**config.mk**
```make
export PLATFORM = sky130hd
export DESIGN_NAME = ldac_top
export DESIGN_NICKNAME = d
export VERILOG_FILES = /design/src/rtl/ldac_pkg.sv /design/src/rtl/ldac_pad_ovr.sv /design/src/rtl/ldac_top.sv
export SDC_FILE = /design/constraint.sdc
export NUM_CORES = 1
export LEC_CHECK = 0
export BUFFER_PORTS_ARGS = -buffer_cell sky130_fd_sc_hd__buf_2
export CORE_ASPECT_RATIO = 0.75
export CORE_UTILIZATION = 35
export CTS_CLUSTER_DIAMETER = 200
export DETAILED_ROUTE_END_ITERATION = 8
export MAX_ROUTING_LAYER = met4
export PLACE_DENSITY = 0.55
export SLEW_MARGIN = 15
export SYNTH_ARGS = -nofsm -noshare
export SYNTH_HDL_FRONTEND = slang
export SYNTH_SLANG_ARGS = --single-unit
```
**constraint.sdc**
```tcl
create_clock -name sys_clk_i -period 2.8 [get_ports sys_clk_i]
set_clock_uncertainty 0.1 [all_clocks]
set_input_delay 0.14 -clock sys_clk_i [delete_from_list [all_inputs] [get_ports sys_clk_i]]
set_output_delay 0.14 -clock sys_clk_i [all_outputs]
set_load 0.02 [all_outputs]
```
**src/rtl/ldac_pkg.sv**
```systemverilog
// Constants, field layouts and carrier types for the ladder converter control.
// Assumes one 100 MHz clock and a plain register port with read data one cycle later.
//
// How it works
// - Bit 7 of main control turns the converter on; zero holds it off.
// - A 5-bit level code picks one of 32 ladder taps.
// - Bits 3-2 pick positive source: supply, reference pin, fixed reference; 11 reserved.
// - Bit 5 routes the level to pin one; zero disconnects it.
// - Bit 4 routes the level to pin two; zero disconnects it.
// - A routed pin loses digital driver, input detector, pull-up and current drive.
// - Digital reads of a routed pin return zero.
// - Sleep and wake-up leave the converter running and controls untouched.
// - Reset disables converter, unroutes both pins, clears the level code.
// - Main control bits 6, 1 and 0 read as zero.
// - Level code sits in bits 4-0 of level select; bits 7-5 read zero.
package ldac_pkg;

	////////////////////////////////////////////////////////////////////////////////
	// Register map, byte addresses of our own choosing
	localparam logic [3:0] ADDR_MAIN_CONTROL = 4'h0;
	localparam logic [3:0] ADDR_LEVEL_SELECT = 4'h1;

	// Field positions in main control
	localparam int BIT_CONVERTER_ON     = 7;
	localparam int BIT_LEVEL_TO_PIN_ONE = 5;
	localparam int BIT_LEVEL_TO_PIN_TWO = 4;
	localparam int BIT_POS_SRC_HI       = 3;
	localparam int BIT_POS_SRC_LO       = 2;

	// Reset values
	localparam logic [7:0] RST_MAIN_CONTROL = 8'h00;
	localparam logic [4:0] RST_LEVEL_CODE   = 5'h00;
	localparam logic [7:0] READ_ZERO        = 8'h00;

	////////////////////////////////////////////////////////////////////////////////
	// Positive source selection codes
	typedef enum logic [1:0] {
		LDAC_SRC_SUPPLY    = 2'h0,
		LDAC_SRC_REF_PIN   = 2'h1,
		LDAC_SRC_FIXED_REF = 2'h2,
		LDAC_SRC_RESERVED  = 2'h3
	} ldac_src_e;

	// One-hot source enables toward the ladder top switch
	typedef struct packed {
		logic supply;
		logic ref_pin;
		logic fixed_ref;
	} ldac_src_sel_s;

	// Overrides handed to one pad
	typedef struct packed {
		logic analog_route;
		logic dig_out_off;
		logic dig_in_off;
		logic pullup_off;
		logic cur_drive_off;
	} ldac_pad_ctl_s;

	// Software-visible control state
	typedef struct packed {
		logic      converter_on;
		logic      level_to_pin_one;
		logic      level_to_pin_two;
		ldac_src_e positive_source_sel;
		logic [4:0] level_code;
	} ldac_ctl_s;

endpackage

```
**src/rtl/ldac_pad_ovr.sv**
```systemverilog
// Pad override for one converter output pin.
// Assumes the pad follows these enables combinationally; the parent registers them.
`timescale 1ns/1ps

module ldac_pad_ovr (
	// Control
	input  wire logic                   route_i,
	input  wire logic                   pin_in_i,
	// Results
	output      ldac_pkg::ldac_pad_ctl_s ctl_o,
	output      logic                   pin_read_o
);

	// A routed pin gives up every digital function so the ladder sees a quiet node
	always_comb begin
		ctl_o.analog_route  = route_i;
		ctl_o.dig_out_off   = route_i;
		ctl_o.dig_in_off    = route_i;
		ctl_o.pullup_off    = route_i;
		ctl_o.cur_drive_off = route_i;
	end

	// Masking here keeps a floating analog level from reaching core logic
	assign pin_read_o = pin_in_i & ~route_i;

endmodule

```
**src/rtl/ldac_top.sv**
```systemverilog
// Ladder converter control: registers, source decode, tap select and pin overrides.
// Assumes a plain register port, strobes synchronous to sys_clk_i, never both at once.
`timescale 1ns/1ps

module ldac_top (
	// Clock and reset
	input  wire logic                    sys_clk_i,
	input  wire logic                    nrst_i,
	// Register port
	input  wire logic [3:0]              reg_addr_i,
	input  wire logic [7:0]              reg_wdata_i,
	input  wire logic                    reg_wr_i,
	input  wire logic                    reg_rd_i,
	output      logic [7:0]              reg_rdata_o,
	// Power state, informative only
	input  wire logic                    sleep_i,
	// Raw digital levels of the two pins
	input  wire logic                    pin_one_in_i,
	input  wire logic                    pin_two_in_i,
	// Ladder controls
	output      logic                    converter_on_o,
	output      ldac_pkg::ldac_src_sel_s pos_src_o,
	output      logic [31:0]             tap_sel_o,
	output      logic [4:0]              level_code_o,
	// Pin controls
	output      ldac_pkg::ldac_pad_ctl_s analog_out_pin_one_o,
	output      ldac_pkg::ldac_pad_ctl_s analog_out_pin_two_o,
	output      logic                    pin_one_read_o,
	output      logic                    pin_two_read_o
);

	////////////////////////////////////////////////////////////////////////////////
	// Module state
	typedef struct packed {
		ldac_pkg::ldac_ctl_s     ctl;
		logic [7:0]              rdata;
		logic                    on;
		ldac_pkg::ldac_src_sel_s src;
		logic [31:0]             tap;
		logic [4:0]              code;
		ldac_pkg::ldac_pad_ctl_s pad_one;
		ldac_pkg::ldac_pad_ctl_s pad_two;
		logic                    read_one;
		logic                    read_two;
	} ldac_state_s;

	ldac_state_s state_reg;
	ldac_state_s state_next;

	ldac_pkg::ldac_pad_ctl_s pad_one_c;
	ldac_pkg::ldac_pad_ctl_s pad_two_c;
	logic                    read_one_c;
	logic                    read_two_c;

	////////////////////////////////////////////////////////////////////////////////
	// Helpers

	// Readback image of main control; bits 6, 1 and 0 always zero
	function automatic logic [7:0] main_image(input ldac_pkg::ldac_ctl_s c);
		logic [7:0] v;
		v = ldac_pkg::READ_ZERO;
		v[ldac_pkg::BIT_CONVERTER_ON]     = c.converter_on;
		v[ldac_pkg::BIT_LEVEL_TO_PIN_ONE] = c.level_to_pin_one;
		v[ldac_pkg::BIT_LEVEL_TO_PIN_TWO] = c.level_to_pin_two;
		v[ldac_pkg::BIT_POS_SRC_HI:ldac_pkg::BIT_POS_SRC_LO] = c.positive_source_sel;
		return v;
	endfunction

	// Source switch decode; the reserved code closes no switch so the ladder top floats
	// rather than shorting two references together
	function automatic ldac_pkg::ldac_src_sel_s src_decode(input ldac_pkg::ldac_src_e s);
		ldac_pkg::ldac_src_sel_s r;
		r = '0;
		case (s)
			ldac_pkg::LDAC_SRC_SUPPLY:    r.supply    = 1'b1;
			ldac_pkg::LDAC_SRC_REF_PIN:   r.ref_pin   = 1'b1;
			ldac_pkg::LDAC_SRC_FIXED_REF: r.fixed_ref = 1'b1;
			default:                      r           = '0;
		endcase
		return r;
	endfunction

	////////////////////////////////////////////////////////////////////////////////
	// Pad overrides, one per output pin
	ldac_pad_ovr u_pad_one (
		.route_i    (state_reg.ctl.level_to_pin_one),
		.pin_in_i   (pin_one_in_i),
		.ctl_o      (pad_one_c),
		.pin_read_o (read_one_c)
	);

	ldac_pad_ovr u_pad_two (
		.route_i    (state_reg.ctl.level_to_pin_two),
		.pin_in_i   (pin_two_in_i),
		.ctl_o      (pad_two_c),
		.pin_read_o (read_two_c)
	);

	////////////////////////////////////////////////////////////////////////////////
	// Next state
	// Sleep is deliberately not an input to any term: controls and ladder keep running
	always_comb begin
		state_next = state_reg;

		// Register writes
		if (reg_wr_i) begin
			if (reg_addr_i == ldac_pkg::ADDR_MAIN_CONTROL) begin
				state_next.ctl.converter_on        =
					reg_wdata_i[ldac_pkg::BIT_CONVERTER_ON];
				state_next.ctl.level_to_pin_one    =
					reg_wdata_i[ldac_pkg::BIT_LEVEL_TO_PIN_ONE];
				state_next.ctl.level_to_pin_two    =
					reg_wdata_i[ldac_pkg::BIT_LEVEL_TO_PIN_TWO];
				state_next.ctl.positive_source_sel = ldac_pkg::ldac_src_e'(
					reg_wdata_i[ldac_pkg::BIT_POS_SRC_HI:ldac_pkg::BIT_POS_SRC_LO]);
			end else if (reg_addr_i == ldac_pkg::ADDR_LEVEL_SELECT) begin
				state_next.ctl.level_code = reg_wdata_i[4:0];
			end
		end

		// Register reads, data valid the cycle after the strobe only
		state_next.rdata = ldac_pkg::READ_ZERO;
		if (reg_rd_i) begin
			if (reg_addr_i == ldac_pkg::ADDR_MAIN_CONTROL) begin
				state_next.rdata = main_image(state_reg.ctl);
			end else if (reg_addr_i == ldac_pkg::ADDR_LEVEL_SELECT) begin
				state_next.rdata = {3'h0, state_reg.ctl.level_code};
			end else begin
				state_next.rdata = ldac_pkg::READ_ZERO;
			end
		end

		// Outputs follow the stored controls one edge after a write lands
		state_next.on   = state_reg.ctl.converter_on;
		state_next.src  = src_decode(state_reg.ctl.positive_source_sel);
		state_next.code = state_reg.ctl.level_code;
		// Tap k of 32 gives negative source plus span times k/32; off keeps all taps open
		state_next.tap  = state_reg.ctl.converter_on ?
			(32'h0000_0001 << state_reg.ctl.level_code) : 32'h0000_0000;
		state_next.pad_one  = pad_one_c;
		state_next.pad_two  = pad_two_c;
		state_next.read_one = read_one_c;
		state_next.read_two = read_two_c;
	end

	////////////////////////////////////////////////////////////////////////////////
	// State register; reset clears controls and unroutes both pins
	always_ff @(posedge sys_clk_i or negedge nrst_i) begin
		if (!nrst_i) begin
			state_reg     <= '0;
			// Each field taken from its own bit so the reset image follows the register map
			state_reg.ctl <= ldac_pkg::ldac_ctl_s'({
				ldac_pkg::RST_MAIN_CONTROL[ldac_pkg::BIT_CONVERTER_ON],
				ldac_pkg::RST_MAIN_CONTROL[ldac_pkg::BIT_LEVEL_TO_PIN_ONE],
				ldac_pkg::RST_MAIN_CONTROL[ldac_pkg::BIT_LEVEL_TO_PIN_TWO],
				ldac_pkg::RST_MAIN_CONTROL[ldac_pkg::BIT_POS_SRC_HI:ldac_pkg::BIT_POS_SRC_LO],
				ldac_pkg::RST_LEVEL_CODE});
		end else begin
			state_reg <= state_next;
		end
	end

	////////////////////////////////////////////////////////////////////////////////
	// Outputs, all straight from flip-flops
	assign reg_rdata_o          = state_reg.rdata;
	assign converter_on_o       = state_reg.on;
	assign pos_src_o            = state_reg.src;
	assign tap_sel_o            = state_reg.tap;
	assign level_code_o         = state_reg.code;
	assign analog_out_pin_one_o = state_reg.pad_one;
	assign analog_out_pin_two_o = state_reg.pad_two;
	assign pin_one_read_o       = state_reg.read_one;
	assign pin_two_read_o       = state_reg.read_two;

endmodule

```
Word level (Yosys, flattened, before mapping)
Index checks and enable logic that the tools add are counted.
{"block": "op_classes", "mux": 7, "bitwise_logic": 5, "eq_ne": 3, "reduce_logical": 4, "shifts": 1}
{"cell": "32-bit 2-to-1 mux", "n": 1}
{"cell": "1-bit by 5-bit << shifter with 32-bit output (first input constant)", "n": 1}
{"cell": "8-bit 2-to-1 mux", "n": 2}
{"cell": "5-bit 2-to-1 mux", "n": 1}
{"cell": "4-bit by 1-bit == test with 1-bit output (second input constant)", "n": 1}
{"cell": "4-bit logical NOT", "n": 1}
{"cell": "1-bit 2-to-1 mux", "n": 3}
{"cell": "1-bit NOT", "n": 3}
{"cell": "3-bit AND reduction", "n": 1}
{"cell": "1-bit bitwise AND", "n": 2}
{"cell": "2-bit by 1-bit == test with 1-bit output (second input constant)", "n": 1}
{"cell": "2-bit == test (second input constant)", "n": 1}
{"cell": "2-bit logical NOT", "n": 1}
{"cell": "2-bit AND reduction", "n": 1}
{"block": "totals", "inputBits": 19, "regBits": 63, "wordCells": 36}

Logic depth before layout (Yosys ltp)
Gate-level depths: netlist of the first run.
{"block": "logic_depth", "depth_word": 4, "mapped_depth": 4}

Modules after synthesis
A second synthesis of the first run with hierarchy kept.
{"block": "hier_totals", "hier_cells": 226, "hier_area_um2": 2842.7}
{"mod": "ldac_top", "area_per_inst_um2": 2740.1, "seq_area_each_um2": 1751.7, "n_inst": 1, "cells_per_inst": 214}
{"mod": "ldac_pad_ovr", "area_per_inst_um2": 51.3, "seq_area_each_um2": 0.0, "n_inst": 2, "cells_per_inst": 6}

Worst setup path after synthesis of the first run
OpenSTA, ideal clock, no wires.
{"block": "synth_path", "path_type": "reg-to-reg", "from": "reg state_reg (netlist bit state_next[16])", "to": "reg state_reg (netlist bit tap_sel_o[2])", "arrival_time_ns": 0.974, "period_less_slack_ns": 1.154, "required_ns": 2.620, "path_slack_ns": 1.646, "path_stages_with_launch": 4, "cell_sequence": "dfrtp_1 buf_2 or3_4 nor3_2"}
{"item": "from (decl)", "line": "ldac_top.sv:47", "text": "ldac_state_s state_reg;"}
{"item": "from (signal assigned)", "line": "ldac_top.sv:159", "text": "state_reg <= state_next;"}

==> results by group, run 1 <==
Critical path
  • CP Buf/Inv Count: 0
  • Critical Path RT: 2960 ps
  • Setup crit start kind: flip-flop
  • Slowest stage delay, CP: 720 ps
  • Worst Path Max Fanout: 17
  • Crit path capture type: flip-flop
  • Slowest cell on crit path: dfrtp_1
  • Top delay family on crit path: flip-flops
  • Worst setup path class: reg -> reg
  • Arrival time of the worst setup path: 1580 ps
  • Critical path, cell by cell: or3b_1 > nor2_1

Synthesis
  • Netlist cell types: 26
  • Mean Syn Cell Area: 12.5 um^2
  • Yosys reg bits: 62
  • Netlist Area Pre-Place: 2620 um^2
  • Seq/Total Area, Yosys: 59.2%
  • Number of synthesis warnings: 0
  • Syn Inst Count: 209
  • Syn Nets: 228

Place
  • Post-Place Cell Area: 2660 um^2
  • # port buffers: 76
  • Final HPWL DP: 2800 um
  • Routability cong.: 0.691

Cells and area
  • Share of cells above drive strength 1: 44.1%
  • Final instance area: 2970 um^2
  • Antenna Cells: 0
  • Area delta synth->final: 13.4%
  • Nets: 261
  • Filler cells: 715
  • Max reg flops: 32

Route
  • DR DRC count: 0
  • Via Count: 1389
  • Initial DRC count: 15
  • Routed WL per cell: 12.5 um
  • ANT nets after route: 0
  • WL final: 4300 um
  • TritonRoute pass-1 iters: 4
  • Vias/cell: 4.03

Clock tree
  • Setup repair bufs after CTS: 0
  • Longest Clk Path Bufs: 2
  • TritonCTS Sinks: 62
  • Clk root buf: clkbuf_8
  • CTS clk-pin slew, worst paths: 70 ps
  • TritonCTS Buffers: 9
  • Skew-Pair Late Insertion Delay: 340 ps
  • Clock H-tree levels: 3
  • Post-CTS Resized: 0
  • CTS tree: yes

Global routing
  • Largest net degree at the start of global routing: 63
  • Initial antenna violation count: 0
  • First-pass GRT wire length: 7020 um
  • Vias in the first global route: 1379
  • Congestion Overflow GR: 0
  • GR Util met2: 16.8%
  • Gr busiest metal: met1
  • Met3 usage: 6.75%
  • Gr usage total: 12.9%
  • M1 GR Usage: 16.9%

Floorplan
  • Core area: 7030 um^2
  • Starting density of the core: 37.3%
  • IO Count: 80
  • Rows: 26
  • Die Wd: 102 um
  • Die footprint: 7850 um^2
  • Die Height: 77.0 um

STA
  • Final hold vios: 0
  • Tcrit/Tclk final: 50.7%
  • Max_slew headroom: 49.9%
  • Max Clk Rate: 705 MHz
  • Final setup vio count: 0
  • Final Slew Violations: 0
  • Setup TNS: 0 ps
  • Min cycle time layout: 1420 ps
  • RSZ-0062 raised after global routing: no
  • Worst-margin pin slew: 752 ps

Min path
  • Hold crit path type: in -> reg

Job
  • Max-Cap Viols: 0

Pwr
  • Leakage power: 1.59 nW
  • Cell area power density: 788 nW/um^2
  • Worst vdd rail ir drop: 0.244 mV

Run status
  • Outcome: complete, no violations
layer usage:
| layer | part of all wire (%) | up-vias |
|---|---|---|
| li1 | - | 681 |
| met1 | 49 | 642 |
| met2 | 41 | 61 |
| met3 | 8.1 | 5 |
| met4 | 1.7 | 0 |
| met5 | 0 | - |
through the flow:
step	util, %	hold WS, ps	std cells	worst slack, ps	power [mW]
after global routing	42.3	115	345	1280	2.46
after CTS	42.3	103	345	1380	2.37
final	42.3	113	345	1380	2.34
after detailed placement	37.8	258	319	1410	1.50
after global placement	37.8	240	319	1400	1.50
after floorplan	-	-256	209	1650	1.47
cell families after synthesis:
family / Yosys count / synth area share (%)
simple gates: 68 / 15.8
compound gates: 3 / 1.00
flops: 62 / 59.2
mux: 10 / 5.73
buf+inv: 65 / 18.1
other cells: 1 / 0.143
where the power goes:
part | total, mW | leakage (nW) | internal, mW | switching [mW]
Combinational | 0.382 | 0.657 | 0.160 | 0.222
Sequential | 1.11 | 0.827 | 0.987 | 0.122
Clock | 0.853 | 0.110 | 0.523 | 0.329
Total | 2.34 | 1.59 | 1.67 | 0.673
final timing paths:
| path | from | to | slack [ps] | cells after the start |
|---|---|---|---|---|
| setup / recovery | state_next[14] | tap_sel_o[12] | 1380 | 2 |
| hold reg to reg | state_reg[69] | analog_out_pin_one_o[0] | 340 | 0 |
| max in group asynchronous | nrst_i | tap_sel_o[27] | 1710 | 3 |
| hold / removal | reg_addr_i[3] | reg_rdata_o[0] | 110 | 3 |
| setup reg to reg | state_next[14] | tap_sel_o[12] | 1380 | 2 |
| min in group asynchronous | nrst_i | analog_out_pin_one_o[0] | 390 | 3 |
cells in the mapped netlist (all sizes together):
cell	n	share of area, %
nand2	4	0.57
nand4b	2	0.67
a22o	3	1.0
nor3	6	1.3
buf	65	18
or3	1	0.43
dfrtp	62	59
nor2	28	4.3
mux2	10	5.7
nand3b	4	1.6
nand3	3	1.0
conb	1	0.14
nand4	1	0.24
nand2b	5	1.2
nor2b	4	0.95
and2b	1	0.33
nor4	3	0.95
or3b	1	0.33
nor4b	1	0.91
and2	4	0.95
final cells by class:
cell class | count | area, um^2 | area share [%]
sequential | 62 | 1550 | 52.2
tap | 98 | 123 | 4.12
timing repair buffer | 87 | 488 | 16.4
clock buffer | 12 | 145 | 4.88
multi-input combinational | 82 | 596 | 20.0
clock inverter | 4 | 70.1 | 2.36
worst min-delay path, stage by stage:
cell	delay, ps
buf_2	150
nor4b_4	80
and2_1	150
cells in the final DEF (no fill, tap or decap), types with 2 or more instances in the layout:
| cell type | n |
|---|---|
| nor2b_1 | 4 |
| nand4b_1 | 2 |
| clkinv_2 | 2 |
| mux2_4 | 10 |
| bufinv_16 | 2 |
| dfrtp_1 | 62 |
| nand2b_1 | 5 |
| a22o_1 | 3 |
| dlygate4sd3_1 | 10 |
| nor2_1 | 27 |
| nand2_1 | 4 |
| buf_2 | 76 |
| clkbuf_1 | 2 |
| nor4_1 | 2 |
| clkbuf_8 | 10 |
| nor3_1 | 5 |
| and2_1 | 4 |
| nand3_1 | 2 |
| nand3b_1 | 3 |
repair_timing:
action                                  4_1_cts  5_1_grt
hold buffers                                 10        0
endpoints found under the setup margin        0        0
endpoints found under the hold margin        74        0
Power figures use the tool's default switching activity.
==> run 2, diff against run 1 <==
- clock period: 2.8 -> 1.4 ns (I/O delays scaled with it)
==> run 2 against run 1 <==
Effect of this change:
- wire length down 0.12%
- largest power group unchanged
- critical endpoint is now tap_sel_o[2]
- maximum frequency increased by 15%
- die area did not move
- clock power up 76%
- combinational power up 130%
- global-route usage rose by 0.078 points
- critical path type unchanged
==> results by group, run 2 (synthesized netlist as in run 1, its figures left out) <==
Run status
  • Outcome: complete, no violations (unchanged)

Place
  • # port buffers: 76 (unchanged)
  • Final HPWL DP: 2920 um (was 2800 um)
  • Routability cong.: 0.719 (was 0.691)

Critical path
  • Worst r2r src: state_next[14] (unchanged)
  • Slowest cell on crit path: dfrtp_1 (unchanged)
  • Critical Path Sink: tap_sel_o[2] (was tap_sel_o[12])
  • Slowest stage delay, CP: 500 ps (was 720 ps)
  • Reg-to-reg setup timing slack: 160 ps (was 1380 ps)
  • Setup crit start kind: flip-flop (unchanged)
  • Crit path capture type: flip-flop (unchanged)
  • Critical Path RT: 1560 ps (was 2960 ps)
  • Critical Path Start: state_next[14] (unchanged)
  • Critical path, cell by cell: or3_4 > nor3_2 (was or3b_1 > nor2_1)
  • R2R cell count: 2 (unchanged)
  • CP Depth: 2 (unchanged)
  • Worst Path Max Fanout: 10 (was 17)
  • Reg2reg end: tap_sel_o[2] (was tap_sel_o[12])
  • Arrival time of the worst setup path: 1400 ps (was 1580 ps)
  • Worst setup path class: reg -> reg (unchanged)
  • CP Buf/Inv Count: 0 (unchanged)
  • Top delay family on crit path: simple AND/OR/NAND/NOR gates (was flip-flops)

Global routing
  • Largest net degree at the start of global routing: 63 (unchanged)
  • Congestion Overflow GR: 0 (unchanged)
  • Initial antenna violation count: 0 (unchanged)
  • First-pass GRT wire length: 7250 um (was 7020 um)
  • GR Util met2: 17.6% (was 16.8%)
  • Gr usage total: 13.0% (was 12.9%)
  • Vias in the first global route: 1451 (was 1379)
  • M1 GR Usage: 16.6% (was 16.9%)
  • Gr busiest metal: met2 (was met1)
  • Met3 usage: 5.38% (was 6.75%)

Min path
  • HP Start: reg_addr_i[3] (unchanged)
  • Hold crit path type: in -> reg (unchanged)

STA
  • Final hold vios: 0 (unchanged)
  • Final setup vio count: 0 (unchanged)
  • Final Slew Violations: 0 (unchanged)
  • Tcrit/Tclk final: 88.5% (was 50.7%)
  • Max Clk Rate: 807 MHz (was 705 MHz)
  • Max_slew headroom: 63.7% (was 49.9%)
  • Min cycle time layout: 1240 ps (was 1420 ps)
  • Worst-margin pin slew: 541 ps (was 752 ps)
  • RSZ-0062 raised after global routing: no (unchanged)
  • Setup TNS: 0 ps (unchanged)

Floorplan
  • Core area: 7030 um^2 (unchanged)
  • Die Height: 77.0 um (unchanged)
  • Die Wd: 102 um (unchanged)
  • Die footprint: 7850 um^2 (unchanged)
  • IO Count: 80 (unchanged)
  • Rows: 26 (unchanged)
  • Starting density of the core: 37.3% (unchanged)

Clock tree
  • Clk root buf: clkbuf_8 (unchanged)
  • Setup repair bufs after CTS: 0 (unchanged)
  • Clock H-tree levels: 3 (unchanged)
  • Skew-Pair Late Insertion Delay: 340 ps (about the same)
  • CTS tree: yes (unchanged)
  • TritonCTS Buffers: 9 (unchanged)
  • CTS clk-pin slew, worst paths: 70 ps (about the same)
  • Longest Clk Path Bufs: 2 (unchanged)
  • TritonCTS Sinks: 62 (unchanged)

Cells and area
  • Post-layout util: 42.8% (was 42.3%)
  • Max reg flops: 32 (unchanged)
  • Most frequent cells in the layout: buf_2 (76), dfrtp_1 (61), nor2_1 (27) (was buf_2 (76), dfrtp_1 (62), nor2_1 (27))
  • Nets: 267 (was 261)
  • Filler cells: 735 (was 715)
  • Share of cells above drive strength 1: 46.2% (was 44.1%)
  • Area delta synth->final: 14.6% (was 13.4%)
  • Antenna Cells: 0 (unchanged)
  • Commonest non-fill, non-tap cell in the layout: buf_2 (unchanged)

Route
  • Routed WL per cell: 12.2 um (was 12.5 um)
  • Via Count: 1417 (was 1389)
  • TritonRoute pass-1 iters: 4 (unchanged)
  • Vias/cell: 4.04 (was 4.03)
  • Initial DRC count: 24 (was 15)
  • ANT nets after route: 0 (unchanged)
  • DR DRC count: 0 (unchanged)
  • WL final: 4290 um (was 4300 um)

Pwr
  • Leakage power: 1.61 nW (was 1.59 nW)
  • Cell area power density: 1510 nW/um^2 (was 788 nW/um^2)
  • Worst vdd rail ir drop: 0.494 mV (was 0.244 mV)

Job
  • Max-Cap Viols: 0 (unchanged)
[run 2: cell count changes in the layout (fill, tap and decap cells not counted), sizes merged]
cell	before	now
bufinv	2	1
buf	77	83
clkbuf	12	10
clkinvlp	0	3
[run 2: layer usage]
layer / share of wire [%] / wire length [um]
met5: 0 / 0
met4: 1.9 / 80
met3: 7.2 / 310
met2: 42 / 1780
met1: 49 / 2120
[run 2: per-stage QoR]
| step | hold slack [ps] | area, um^2 | worst slack (ps) | cells | power [mW] |
|---|---|---|---|---|---|
| finish | 49.0 | 3010 | 161 | 351 | 4.54 |
| global route | 55.3 | 3010 | 6.96 | 351 | 4.78 |
| CTS | 39.4 | 3010 | 153 | 351 | 4.60 |
| detailed placement | 3.49 | 2720 | 178 | 325 | 3.07 |
| global placement | -1.40 | 2720 | 178 | 325 | 3.06 |
| floorplan | -326 | 2620 | 246 | 209 | 2.93 |
[run 2: timing repair]
| action | in CTS | in global routing |
|---|---|---|
| endpoints found under the setup margin | 0 | 1 |
| gates resized for setup | 0 | 1 |
| hold buffers | 10 | 0 |
| hold endpoints to repair | 74 | 0 |
[run 2: where the power goes]
group	switching (mW)	total, mW	internal (mW)
clock network	0.684	1.50	0.815
registers	0.182	2.16	1.98
logic	0.509	0.881	0.371
[run 2: cell type report]
cell class / instances / area [um^2] / share of cell area [%]
Clock inverter: 6 / 62.6 / 2.08
Tap cell: 98 / 123 / 4.08
Clock buffer: 10 / 128 / 4.24
Multi-Input combinational cell: 82 / 596 / 19.8
Timing Repair Buffer: 93 / 546 / 18.1
Sequential cell: 62 / 1550 / 51.6
[run 2: worst min-delay path by stage]
stage | end | slack, ps | cells past startpoint
final | reg_rdata_o[0] | 50 | 3
after global routing | reg_rdata_o[0] | 60 | 3
after CTS | reg_rdata_o[0] | 40 | 3
after detailed placement | pin_one_read_o | 3 | 2
after global placement | pin_one_read_o | -1 | 2
after floorplan | analog_out_pin_one_o[0] | -330 | 0
[run 2: tightest hold or removal path, stage by stage]
cell and delay (ps):
buf_2 150, nor4b_4 80, and2_1 150
==> run 3, diff against run 2 <==
- PLACE_DENSITY: 0.55 -> 0.63
==> run 3 against run 2 <==
Effect of this change:
- clock power is 11% higher
- non-clock buffer count stayed put
- via count is 3.3% higher
- register-to-register slack barely moved
- setup slack improved by 7.6 ps
- critical path depth grew 1
- sequential power about the same
- combinational power grew 2.6%
- final cell count is the same
- critical endpoint unchanged
- total power up 3.8%
- cell area increased by 0.75%
==> results by group, run 3 (synthesized netlist as in run 1, its figures left out) <==
Run status
  • Outcome: complete, no violations (unchanged)

Place
  • Routability cong.: 0.677 (was 0.719)
  • # port buffers: 76 (unchanged)
  • Final HPWL DP: 3040 um (was 2920 um)
  • Pre-CTS worst setup slack: 179 ps (was 178 ps)

Critical path
  • Crit path capture type: flip-flop (unchanged)
  • Setup crit start kind: flip-flop (unchanged)
  • Reg-to-reg setup timing slack: 170 ps (was 160 ps)
  • Worst setup path class: reg -> reg (unchanged)
  • Critical Path Sink: tap_sel_o[2] (unchanged)
  • Worst r2r src: state_next[52] (was state_next[14])
  • Critical Path RT: 1560 ps (about the same)
  • Worst Path Max Fanout: 9 (was 10)
  • Reg2reg end: tap_sel_o[2] (unchanged)
  • R2R cell count: 3 (was 2)
  • Arrival time of the worst setup path: 1390 ps (was 1400 ps)
  • Critical Path Start: state_next[52] (was state_next[14])

Pwr
  • Cell area power density: 1550 nW/um^2 (was 1510 nW/um^2)
  • Switching pwr: 1.36 mW (was 1.38 mW)
  • Power Internal: 3.35 mW (was 3.16 mW)
  • Comb pwr share: 19.2% (was 19.4%)
  • Leakage power: 1.62 nW (was 1.61 nW)
  • Power share of the sequential group: 45.4% (was 47.6%)
  • Design Power: 4.71 mW (was 4.54 mW)
  • Worst vdd rail ir drop: 0.622 mV (was 0.494 mV)
  • Sw Ratio: 29.0% (was 30.3%)
  • Clock share of power: 35.4% (was 33.0%)

Cells and area
  • Filler cells: 690 (was 735)
  • Max reg flops: 32 (unchanged)
  • Commonest non-fill, non-tap cell in the layout: buf_2 (unchanged)
  • Nets: 267 (unchanged)
  • Share of cells above drive strength 1: 45.8% (was 46.2%)
  • Area delta synth->final: 15.5% (was 14.6%)
  • Most frequent cells in the layout: buf_2 (76), dfrtp_1 (62), nor2_1 (27) (was buf_2 (76), dfrtp_1 (61), nor2_1 (27))
  • Antenna Cells: 0 (unchanged)

Floorplan
  • Rows: 26 (unchanged)
  • Starting density of the core: 37.3% (unchanged)
  • Core area: 7030 um^2 (unchanged)
  • Die Wd: 102 um (unchanged)
  • Die Height: 77.0 um (unchanged)
  • IO Count: 80 (unchanged)
  • Die footprint: 7850 um^2 (unchanged)

Route
  • Initial DRC count: 42 (was 24)
  • ANT nets after route: 0 (unchanged)
  • Vias/cell: 4.17 (was 4.04)
  • Via Count: 1464 (was 1417)
  • Routed WL per cell: 12.4 um (was 12.2 um)
  • TritonRoute pass-1 iters: 4 (unchanged)
  • WL final: 4350 um (was 4290 um)
  • DR DRC count: 0 (unchanged)

Global routing
  • Largest net degree at the start of global routing: 63 (unchanged)
  • Gr usage total: 13.0% (about the same)
  • Vias in the first global route: 1478 (was 1451)
  • Congestion Overflow GR: 0 (unchanged)
  • First-pass GRT wire length: 7200 um (was 7250 um)
  • Initial antenna violation count: 0 (unchanged)

STA
  • Final setup vio count: 0 (unchanged)
  • Final Slew Violations: 0 (unchanged)
  • Min cycle time layout: 1230 ps (was 1240 ps)
  • Final hold vios: 0 (unchanged)
  • Tcrit/Tclk final: 87.9% (was 88.5%)
  • Max_slew headroom: 66.0% (was 63.7%)
  • RSZ-0062 raised after global routing: no (unchanged)
  • Max Clk Rate: 812 MHz (was 807 MHz)
  • Hold WS: 56.0 ps (was 49.0 ps)
  • Setup TNS: 0 ps (unchanged)
  • Final worst setup slack: 169 ps (was 161 ps)
  • Worst-margin pin slew: 505 ps (was 541 ps)

Clock tree
  • TritonCTS Sinks: 62 (unchanged)
  • Skew-Pair Late Insertion Delay: 330 ps (was 340 ps)
  • Longest Clk Path Bufs: 2 (unchanged)
  • TritonCTS Buffers: 9 (unchanged)
  • Post-CTS Resized: 0 (unchanged)
  • Setup repair bufs after CTS: 0 (unchanged)
  • Clock H-tree levels: 3 (unchanged)
  • Clk root buf: clkbuf_8 (unchanged)
  • CTS clk-pin slew, worst paths: 70 ps (about the same)
  • CTS tree: yes (unchanged)

Min path
  • Hold crit path type: in -> reg (unchanged)

Job
  • Max-Cap Viols: 0 (unchanged)
[run 3: repair_timing]
action | CTS | global route
setup endpoints to repair | 0 | 0
endpoints found under the hold margin | 74 | 0
hold buffers | 10 | 0
[run 3: how the worst min path moves through the flow]
stage                  startpoint                 endpoint  depth (start not counted)
finish              reg_addr_i[0]           reg_rdata_o[5]                          3
global route        reg_addr_i[2]           reg_rdata_o[1]                          3
CTS                 reg_addr_i[0]           reg_rdata_o[7]                          3
detailed placement         nrst_i  analog_out_pin_two_o[0]                          2
global placement           nrst_i            tap_sel_o[13]                          2
floorplan                  nrst_i  analog_out_pin_one_o[0]                          0
[run 3: metrics by stage]
step	area, um^2	util (%)	cells
global placement	2720	38.6	325
detailed placement	2720	38.6	325
floorplan	2620	-	209
finish	3030	43.1	351
CTS	3030	43.1	351
global route	3030	43.1	351
[run 3: power by group through the flow]
stage          clock, mW  sequential, mW  combinational (mW)
6_report            1.67            2.14               0.904
5_1_grt             1.81            2.18               0.982
4_1_cts             1.72            2.14               0.921
3_5_place_dp           0            2.17               0.895
3_3_place_gp           0            2.17               0.882
2_1_floorplan          0            2.11               0.823
[run 3: worst max-delay path, stage by stage (launching register included)]
cell and delay (ps):
dfrtp_1 510, nand2_1 90, or3_4 350, nor3_2 100
[run 3: layout make-up]
class | instances | area, um^2 | area share, %
Sequential cell | 62 | 1550 | 51.2
Multi-Input combinational cell | 82 | 596 | 19.7
Timing Repair Buffer | 93 | 546 | 18.0
Clock buffer | 10 | 128 | 4.21
Tap cell | 98 | 123 | 4.05
Clock inverter | 6 | 86.3 | 2.85
[run 3: routing by layer]
metal	vias up	track usage (%)	wire length [um]
li1	694	-	-
met5	-	-	0
met2	54	18.0	1960
met1	708	16.6	2070
met3	8	5.65	252
met4	0	4.71	72
